File: src/hw/health_pkg.sv
package health_pkg;

  // Register indexes; the byte address is four times the index
  localparam logic [3:0] IDX_CTRL     = 4'h0;
  localparam logic [3:0] IDX_HEALTH   = 4'h6;
  localparam logic [3:0] IDX_INT_ADDR = 4'h8;
  localparam logic [3:0] IDX_MON_INIT = 4'h9;
  localparam logic [3:0] IDX_MON_PTR  = 4'ha;
  localparam logic [3:0] IDX_IRQ_STAT = 4'hb;
  localparam logic [3:0] IDX_IRQ_MASK = 4'hc;

  // Health status word flag positions
  localparam int HB_MEM_FAIL   = 15;
  localparam int HB_LOOPBACK   = 14;
  localparam int HB_TA_PARITY  = 13;
  localparam int HB_SELFTEST   = 12;
  localparam int HB_TIMEOUT_A  = 11;
  localparam int HB_TIMEOUT_B  = 10;
  localparam int USER_BITS_W   = 10;

  // Control register: block count field and the unsupported bits
  localparam int CTRL_CNT_LSB  = 8;
  localparam int CNT_W         = 8;
  localparam logic [15:0] CTRL_WR_MASK = 16'hff00;

  // Interrupt status bit positions
  localparam int IRQ_BLOCK     = 0;
  localparam int IRQ_HEALTH    = 1;
  localparam int IRQ_W         = 2;

  // Reset values
  localparam logic [15:0] CTRL_RST     = 16'h0000;
  localparam logic [15:0] MON_INIT_RST = 16'h0000;
  localparam logic [5:0]  HEALTH_HI_RST = 6'h00;

  // Descriptor spacing in words
  localparam logic [15:0] DESC_STRIDE  = 16'h0008;

endpackage

File: src/hw/health_word_and_monitor_wrap.sv
`timescale 1ns/10ps
// Function
// - Count N captures, interrupt, pointer still steps
// - Each descriptor eight words past previous
// - One more capture, then reload pointer
// - After reload, continue from initial address
// - Interrupt address word gets Nth descriptor
// - Auto health flags, no started self-test
// - Bit 15 set on memory access fail
// - Bit 14 set on loopback failure
// - Bit 13 set on address parity error
// - Bit 12 changes only by software
// - Bit 11 set on bus A timeout
// - Bit 10 set on bus B timeout
// - Bits 9..0 change only by software
// - Software writes set all bits, clear all but same-cycle hardware flags
// - Bits 9..0 reset to version code
// - No buffered mode, control bit 6 ignored
module health_word_and_monitor_wrap #(
  // Arbitrary value standing in for the release's version code
  parameter logic [9:0] VERSION_CODE = 10'h0a5
) (
  input  wire logic        pclk,
  input  wire logic        presetn,
  input  wire logic        psel,
  input  wire logic        penable,
  input  wire logic        pwrite,
  input  wire logic [7:0]  paddr,
  input  wire logic [31:0] pwdata,
  output logic      [31:0] prdata,
  output logic             pready,
  output logic             pslverr,
  input  wire logic        mem_access_fail,
  input  wire logic        loopback_fail,
  input  wire logic        term_addr_parity_err,
  input  wire logic        tx_timeout_a,
  input  wire logic        tx_timeout_b,
  input  wire logic        msg_captured,
  output logic      [15:0] mon_desc_addr,
  output logic             block_count_pulse,
  output logic             irq
);

  logic [15:0]         ctrl_q;
  logic [15:0]         health_q;
  logic [15:0]         health_d;
  logic [15:0]         int_addr_q;
  logic [15:0]         mon_init_q;
  logic [15:0]         ptr_q;
  logic [health_pkg::CNT_W-1:0] cnt_q;
  logic                wrap_pend_q;
  logic [health_pkg::IRQ_W-1:0] stat_q;
  logic [health_pkg::IRQ_W-1:0] mask_q;
  logic [health_pkg::IRQ_W-1:0] stat_ev;
  logic [31:0]         prdata_q;
  logic                pready_q;
  logic                pslverr_q;
  logic                irq_q;
  logic                blk_q;
  logic [15:0]         hw_set;
  logic [15:0]         rd_val;
  logic                mapped;
  logic                acc_first;
  logic                acc_done;
  logic                wr_en;
  logic                rd_en;
  logic [3:0]          idx;
  logic [health_pkg::CNT_W-1:0] blk_n;
  logic                blk_hit;
  logic                init_wr;

  assign idx   = paddr[5:2];
  assign blk_n = ctrl_q[health_pkg::CTRL_CNT_LSB +: health_pkg::CNT_W];

  // One wait state so read data can come from a flop
  assign acc_first = psel & penable & ~pready_q;
  assign acc_done  = psel & penable & pready_q;
  assign wr_en     = acc_done & pwrite & mapped;
  assign rd_en     = acc_done & ~pwrite & mapped;
  assign init_wr   = wr_en & (idx == health_pkg::IDX_MON_INIT);

  // Address decode; upper address bits must be zero
  always_comb begin
    mapped = (paddr[7:6] == 2'b00) && (paddr[1:0] == 2'b00);
    rd_val = 16'h0000;
    case (idx)
      health_pkg::IDX_CTRL:     rd_val = ctrl_q;
      health_pkg::IDX_HEALTH:   rd_val = health_q;
      health_pkg::IDX_INT_ADDR: rd_val = int_addr_q;
      health_pkg::IDX_MON_INIT: rd_val = mon_init_q;
      health_pkg::IDX_MON_PTR:  rd_val = ptr_q;
      health_pkg::IDX_IRQ_STAT: rd_val = {14'h0000, stat_q};
      health_pkg::IDX_IRQ_MASK: rd_val = {14'h0000, mask_q};
      default:                  mapped = 1'b0;
    endcase
  end

  // APB answer: pready one cycle after the access phase opens
  always_ff @(posedge pclk or negedge presetn) begin
    if (!presetn) begin
      pready_q  <= 1'b0;
      pslverr_q <= 1'b0;
      prdata_q  <= 32'h0000_0000;
    end else begin
      pready_q  <= acc_first;
      pslverr_q <= acc_first & ~mapped;
      if (acc_first) begin
        prdata_q <= mapped ? {16'h0000, rd_val} : 32'h0000_0000;
      end
    end
  end

  // Control register; self-test start and buffer mode bits do not exist
  always_ff @(posedge pclk or negedge presetn) begin
    if (!presetn) begin
      ctrl_q <= health_pkg::CTRL_RST;
    end else if (wr_en && idx == health_pkg::IDX_CTRL) begin
      ctrl_q <= pwdata[15:0] & health_pkg::CTRL_WR_MASK;
    end
  end

  // Hardware event sources for the health word
  always_comb begin
    hw_set = 16'h0000;
    hw_set[health_pkg::HB_MEM_FAIL]  = mem_access_fail;
    hw_set[health_pkg::HB_LOOPBACK]  = loopback_fail;
    hw_set[health_pkg::HB_TA_PARITY] = term_addr_parity_err;
    hw_set[health_pkg::HB_TIMEOUT_A] = tx_timeout_a;
    hw_set[health_pkg::HB_TIMEOUT_B] = tx_timeout_b;
  end

  // Health word next value; bit 12 and 9..0 have no hardware source
  always_comb begin
    health_d = health_q;
    if (wr_en && idx == health_pkg::IDX_HEALTH) begin
      health_d = pwdata[15:0];
    end
    health_d = health_d | hw_set;
  end

  // Health word register, version code in low bits at reset
  always_ff @(posedge pclk or negedge presetn) begin
    if (!presetn) begin
      health_q <= {health_pkg::HEALTH_HI_RST, VERSION_CODE};
    end else begin
      health_q <= health_d;
    end
  end

  // Monitor initial descriptor pointer
  always_ff @(posedge pclk or negedge presetn) begin
    if (!presetn) begin
      mon_init_q <= health_pkg::MON_INIT_RST;
    end else if (init_wr) begin
      mon_init_q <= pwdata[15:0];
    end
  end

  // Nth capture of a block; a zero count disables blocks
  assign blk_hit = msg_captured & ~wrap_pend_q & ~init_wr &
                   (blk_n != '0) &
                   (cnt_q + 1'b1 == blk_n);

  // Descriptor pointer walk; programming the start restarts the walk
  always_ff @(posedge pclk or negedge presetn) begin
    if (!presetn) begin
      ptr_q       <= health_pkg::MON_INIT_RST;
      cnt_q       <= '0;
      wrap_pend_q <= 1'b0;
    end else if (init_wr) begin
      ptr_q       <= pwdata[15:0];
      cnt_q       <= '0;
      wrap_pend_q <= 1'b0;
    end else if (msg_captured) begin
      if (wrap_pend_q) begin
        ptr_q       <= mon_init_q;
        cnt_q       <= '0;
        wrap_pend_q <= 1'b0;
      end else begin
        ptr_q <= ptr_q + health_pkg::DESC_STRIDE;
        // count; the pointer still steps at block end
        cnt_q       <= blk_hit ? '0 : cnt_q + 1'b1;
        wrap_pend_q <= blk_hit;
      end
    end
  end

  // Interrupt address word and block pulse
  always_ff @(posedge pclk or negedge presetn) begin
    if (!presetn) begin
      int_addr_q <= 16'h0000;
      blk_q <= 1'b0;
    end else begin
      blk_q <= blk_hit;
      if (blk_hit) begin
        int_addr_q <= ptr_q;
      end
    end
  end

  // Interrupt events: block count and any new health flag
  assign stat_ev[health_pkg::IRQ_BLOCK]  = blk_hit;
  assign stat_ev[health_pkg::IRQ_HEALTH] = |(hw_set & ~health_q);

  // Sticky status cleared by a read; an event in the same cycle survives
  always_ff @(posedge pclk or negedge presetn) begin
    if (!presetn) begin
      stat_q <= '0;
    end else if (rd_en && idx == health_pkg::IDX_IRQ_STAT) begin
      stat_q <= stat_ev;
    end else begin
      stat_q <= stat_q | stat_ev;
    end
  end

  // Interrupt mask, one bit per status bit
  always_ff @(posedge pclk or negedge presetn) begin
    if (!presetn) begin
      mask_q <= '0;
    end else if (wr_en && idx == health_pkg::IDX_IRQ_MASK) begin
      mask_q <= pwdata[health_pkg::IRQ_W-1:0];
    end
  end

  // Level interrupt, registered so it lags status by one cycle
  always_ff @(posedge pclk or negedge presetn) begin
    if (!presetn) begin
      irq_q <= 1'b0;
    end else begin
      irq_q <= |(stat_q & mask_q);
    end
  end

  assign prdata            = prdata_q;
  assign pready            = pready_q;
  assign pslverr           = pslverr_q;
  assign mon_desc_addr     = ptr_q;
  assign block_count_pulse = blk_q;
  assign irq               = irq_q;
endmodule

File: config.mk
export PLATFORM = sky130hd
export DESIGN_NAME = health_word_and_monitor_wrap
export DESIGN_NICKNAME = d
export VERILOG_FILES = /design/src/hw/health_pkg.sv /design/src/hw/health_word_and_monitor_wrap.sv
export SDC_FILE = /design/constraint.sdc
export NUM_CORES = 1
export LEC_CHECK = 0
export BUFFER_PORTS_ARGS = -buffer_cell sky130_fd_sc_hd__buf_4
export CORE_ASPECT_RATIO = 0.75
export CORE_MARGIN = 2
export CORE_UTILIZATION = 45
export CTS_BUF_LIST = sky130_fd_sc_hd__clkbuf_4 sky130_fd_sc_hd__clkbuf_8
export DETAILED_ROUTE_END_ITERATION = 12
export GPL_ROUTABILITY_DRIVEN = 0
export MAX_ROUTING_LAYER = met4
export PLACE_DENSITY = 0.67
export SLEW_MARGIN = 20
export SYNTH_ARGS = -nofsm -noshare
export SYNTH_HDL_FRONTEND = slang
export SYNTH_SLANG_ARGS = --single-unit
File: constraint.sdc
create_clock -name pclk -period 3.6 [get_ports pclk]
set_input_delay 0.18 -clock pclk [delete_from_list [all_inputs] [get_ports pclk]]
set_output_delay 0.18 -clock pclk [all_outputs]
set_load 0.02 [all_outputs]
==> impl_summary.txt <==
----------------------------------------------------
[Run status]
  Result of the run ... finished, final reports clean

[Power and ir drop]
  Share of power burned in registers ... 51.0%
  Clock group share of total power ... between 30 and 40%
  Maximum vdd ir drop ... 0.000279 V
  Switching power as a share of total power ... 27.7%
  Total leakage power ... between 3 and 4 nW
  Total net switching power ... 0.721 mW
  PwrDens ... 407 nW/um^2
  Power share of the combinational group ... 15.0%
  Cell Int Power ... 1.88 mW

[Global routing]
  Total routing usage reported by global routing ... 23.8%
  Initial antenna violation count ... 1
  Maximum number of pins on one net before global-route repair ... 50
  Number of global-route vias before repair ... ~4100
  GR Overflow Total ... 0
  Wire length of the first global-routing pass ... between 20000 and 25000 microns

[Cells and area]
  Count of nets after finishing ... 667
  Synthesis-to-finish area growth ... 16.9%
  Share of layout cells above drive strength 1 ... 24.2%
  Layout Cells excl Fill ... 782
  Filler cell count in the final layout ... 1047

[Synthesis]
  Synth top area share ... a little under half
  Mean cell area of the mapped netlist ... 9.90 sq um
  Ys flop type ... sky130_fd_sc_hd__dfrtp_1
  Share of synthesized area occupied by flip-flops and latches ... 48.3%
  Share of synthesized flip-flops with an asynchronous set or reset ... 100%
  Synth area leader ... sky130_fd_sc_hd__dfrtp_1
  Most numerous cell types in the synthesized netlist ... sky130_fd_sc_hd__dfrtp_1, sky130_fd_sc_hd__nand2_1, sky130_fd_sc_hd__o21ai_0
  Area fraction in compound gates after synthesis ... 18.0%
  Mapped Area ... about 5500 sq um
  Post-Synth Adder-Cell Area ... 0.459%
  Distinct cells, synth ... 50
  Top-count cell post-synth ... sky130_fd_sc_hd__dfrtp_1
  FF+latch count, synth ... 105
  Top cells by area, synth ... sky130_fd_sc_hd__dfrtp_1, sky130_fd_sc_hd__nand2_1, sky130_fd_sc_hd__mux2_2
  Instance count of the mapped netlist ... 551
  Post-synthesis mux area share ... 10.6%
  Area share of xor/xnor cells in the synthesized design ... around 1.8%
  Post-synthesis share of cell area spent on and, or, nand and nor gates ... 14.7%
  Warnings, synthesis ... 0
  Largest family of logic cells by synthesized area ... compound AO/OA/AOI/OAI gates
  Post-synth EDFFs ... 0

[Clock network]
  Buffer levels on the longest clock path ... 2
  Clock latency reported for the late side of the worst-skew pair ... 0.38 ns
  Clock transition at the registers of the reported paths ... about 0.1 ns
  Clock tree from TritonCTS ... yes
  Number of levels in the clock H-tree ... 3
  Root buffer cell ... sky130_fd_sc_hd__clkbuf_8
  Count of clock tree sinks ... 105
  Number of gates given a new drive strength after cts ... 0
  Clock buffer count from CTS ... 9

[Worst setup path]
  Maximum single-stage delay on the critical path ... approximately 0.49 ns
  Required time at the worst-slack endpoint ... 3.86 ns
  Cells along the critical path ... ha_1 > nand3_1 > or3_1 > o211ai_1 > a211o_1 > or2_4 > mux2_2
  Crit path kind ... flop to flop
  Register-to-register setup slack ... 0.80 ns
  Top fanout value on the critical path ... 21
  Worst Setup End Kind ... flop
  Start point of the critical path ... cnt_q[0]
  Depth of the worst register-to-register path ... 7
  CP max stage cell ... sky130_fd_sc_hd__or2_4
  Critical Path Source Type ... flop
  R2R Path Start ... cnt_q[0]
  Worst Path Arrival ... 3.06 ns

[Place]
  # port buffers ... 70
  Number of instances in the placed design ... 760
  Setup Slack @ Placement ... ~0.82 ns
  Post-DP HPWL ... 10200 microns

[Drt]
  Number of routed nets with antenna violations ... 0
  Vias per Instance ... 5.72
  Overall routed net length ... roughly 15000 microns
  Count of unresolved DRC violations after routing ... 0
  Routed wire length per instance ... 18.8 microns
  Number of detailed-route iterations in the first pass ... 5
  DRC marker count from the first detailed-route iteration ... ~360
  Vias after detailed routing ... around 4500

[Timing]
  Total count of max-transition violations in the final report ... 0
  Setup TNS ... 0 ns
  Upper clock frequency limit ... 358 MHz
  Pin slew with the least headroom to its limit ... 0.928 ns
  Period minus WS final ... 2.80 ns
  Unrepaired setup endpoints after global routing ... no
  Total setup violations reported at the end of the flow ... 0
  Worst setup skew after layout ... 0.0123 ns
  Final worst setup slack ... 0.803 ns
  Hold_ws ... 0.0167 ns
  Post-route clock period utilization ... between 70% and 80%
  Final Hold Fails ... 0
  Max_slew headroom ... approximately 38%

[Floorplan]
  Num ports ... 103
  CORE AREA ... 11700 sq um
  Width of the die ... 131 microns
  Chip height ... 99.4 microns
  Starting density of the core ... 46.6%
  Number of placement rows ... 34
  Overall die area ... 13000 sq um

[Hold path]
  Hold Path Stages ... 2
  Startpoint of the lowest-slack hold path ... mem_access_fail
  Min-Delay Path Class ... input pin to flop

[Flow run]
  Max-cap violations ... 0

----------------------------------------------------
[metrics by stage]
stage | area [sq um] | power [mW] | util [%]
global route | 6380 | 2.73 | 54.5
CTS | 6360 | 2.61 | 54.3
finish | 6380 | 2.60 | 54.5
floorplan | 5510 | 1.58 | -
detailed placement | 6070 | 1.73 | 51.9
global placement | 6070 | 1.72 | 51.9
[sequential cells by signal, summed over array words and instances (netlist names)]
name and count:
block_count_pulse 1, cnt_q 8, ctrl_q 8, health_q 16
int_addr_q 16, irq 1, mask_q 2, mon_desc_addr 16
mon_init_q 16, prdata 16, pready 1, pslverr 1
stat_q 2, wrap_pend_q 1
[power groups by stage]
stage	logic, mW	registers [mW]	clock network [mW]
after floorplan	0.241	1.34	0
final	0.389	1.33	0.884
after CTS	0.389	1.32	0.899
after global routing	0.435	1.34	0.952
after detailed placement	0.384	1.35	0
after global placement	0.376	1.34	0
[worst paths after layout]
path / to
setup / recovery: int_addr_q[15]
hold / removal: health_q[15]
setup reg to reg: int_addr_q[15]
hold reg to reg: prdata[6]
max in group asynchronous: health_q[14]
min in group asynchronous: health_q[1]
[final cells by class]
type                       count  area, sq um  share of cell area (%)
clock buffer                  11          139                    2.18
antenna                        1         2.50                  0.0392
timing repair buffer          87          671                    10.5
inverter                      15         56.3                   0.883
clock inverter                 5          106                    1.67
multi-input combinational    396         2570                    40.3
tap                          162          203                    3.18
sequential                   105         2630                    41.3
[worst max-delay path: cells and delay by family (launching register included)]
kind	cells	cell delay, ns
and+or+nand+nor	3	1.08
adders and majority gates	1	0.32
AOI/OAI and AO/OA	2	0.43
muxes	1	0.38
DFF	1	0.47
[placed cells by master, fill, tap and decap left out, types with 3 or more instances in the layout]
cell type                       Yosys  routed
sky130_fd_sc_hd__a211o_1            5       5
sky130_fd_sc_hd__a211oi_1           3       3
sky130_fd_sc_hd__a21boi_0           7       7
sky130_fd_sc_hd__a21oi_1           21      21
sky130_fd_sc_hd__a222oi_1           7       7
sky130_fd_sc_hd__a22o_1             7       7
sky130_fd_sc_hd__a22oi_1           25      25
sky130_fd_sc_hd__a31oi_1            3       3
sky130_fd_sc_hd__and3_1             3       3
sky130_fd_sc_hd__and4_1             3       3
sky130_fd_sc_hd__buf_4             18      82
sky130_fd_sc_hd__bufinv_16          0       3
sky130_fd_sc_hd__clkbuf_8           0       9
sky130_fd_sc_hd__conb_1             1      16
sky130_fd_sc_hd__dfrtp_1          101     101
sky130_fd_sc_hd__dfstp_2            4       4
sky130_fd_sc_hd__dlygate4sd3_1      0       4
sky130_fd_sc_hd__inv_1             15      15
sky130_fd_sc_hd__mux2_2            26      26
sky130_fd_sc_hd__mux2_4            13      13
sky130_fd_sc_hd__mux2i_1            9       9
sky130_fd_sc_hd__nand2_1           96      96
sky130_fd_sc_hd__nand2b_1           7       7
sky130_fd_sc_hd__nand3_1            7       7
sky130_fd_sc_hd__nand4_1            7       7
sky130_fd_sc_hd__nor2_1            19      19
sky130_fd_sc_hd__nor2b_1            3       3
sky130_fd_sc_hd__nor3_1            12      10
sky130_fd_sc_hd__nor4_1             7       6
sky130_fd_sc_hd__o211ai_1           5       5
sky130_fd_sc_hd__o21ai_0           34      34
sky130_fd_sc_hd__o31ai_1           17      17
sky130_fd_sc_hd__xnor2_1            8       8
sky130_fd_sc_hd__xor2_1             3       3
[kinds of logic (layout without fill, tap and decap cells)]
family          count (synthesis)  count (layout)
other cells                     1              17
xor+xnor                       11              11
compound gates                144             144
buf+inv                        65             118
flops                         105             105
fa+ha+maj                       2               2
mux                            48              48
simple gates                  175             175
[per-layer routing]
metal / global-route usage, % / up-vias / share of wire (%)
met2: 34.1 / 202 / 43
li1: - / 2076 / -
met4: 4.85 / 0 / 0.76
met5: - / - / 0
met1: 35.1 / 2189 / 47
met3: 5.10 / 8 / 8.9
[repair_timing]
item | CTS | global route
hold endpoints to repair | 46 | 0
hold buffers | 4 | 0
setup buffers | 0 | 0
(Power assumes the default switching activity.)
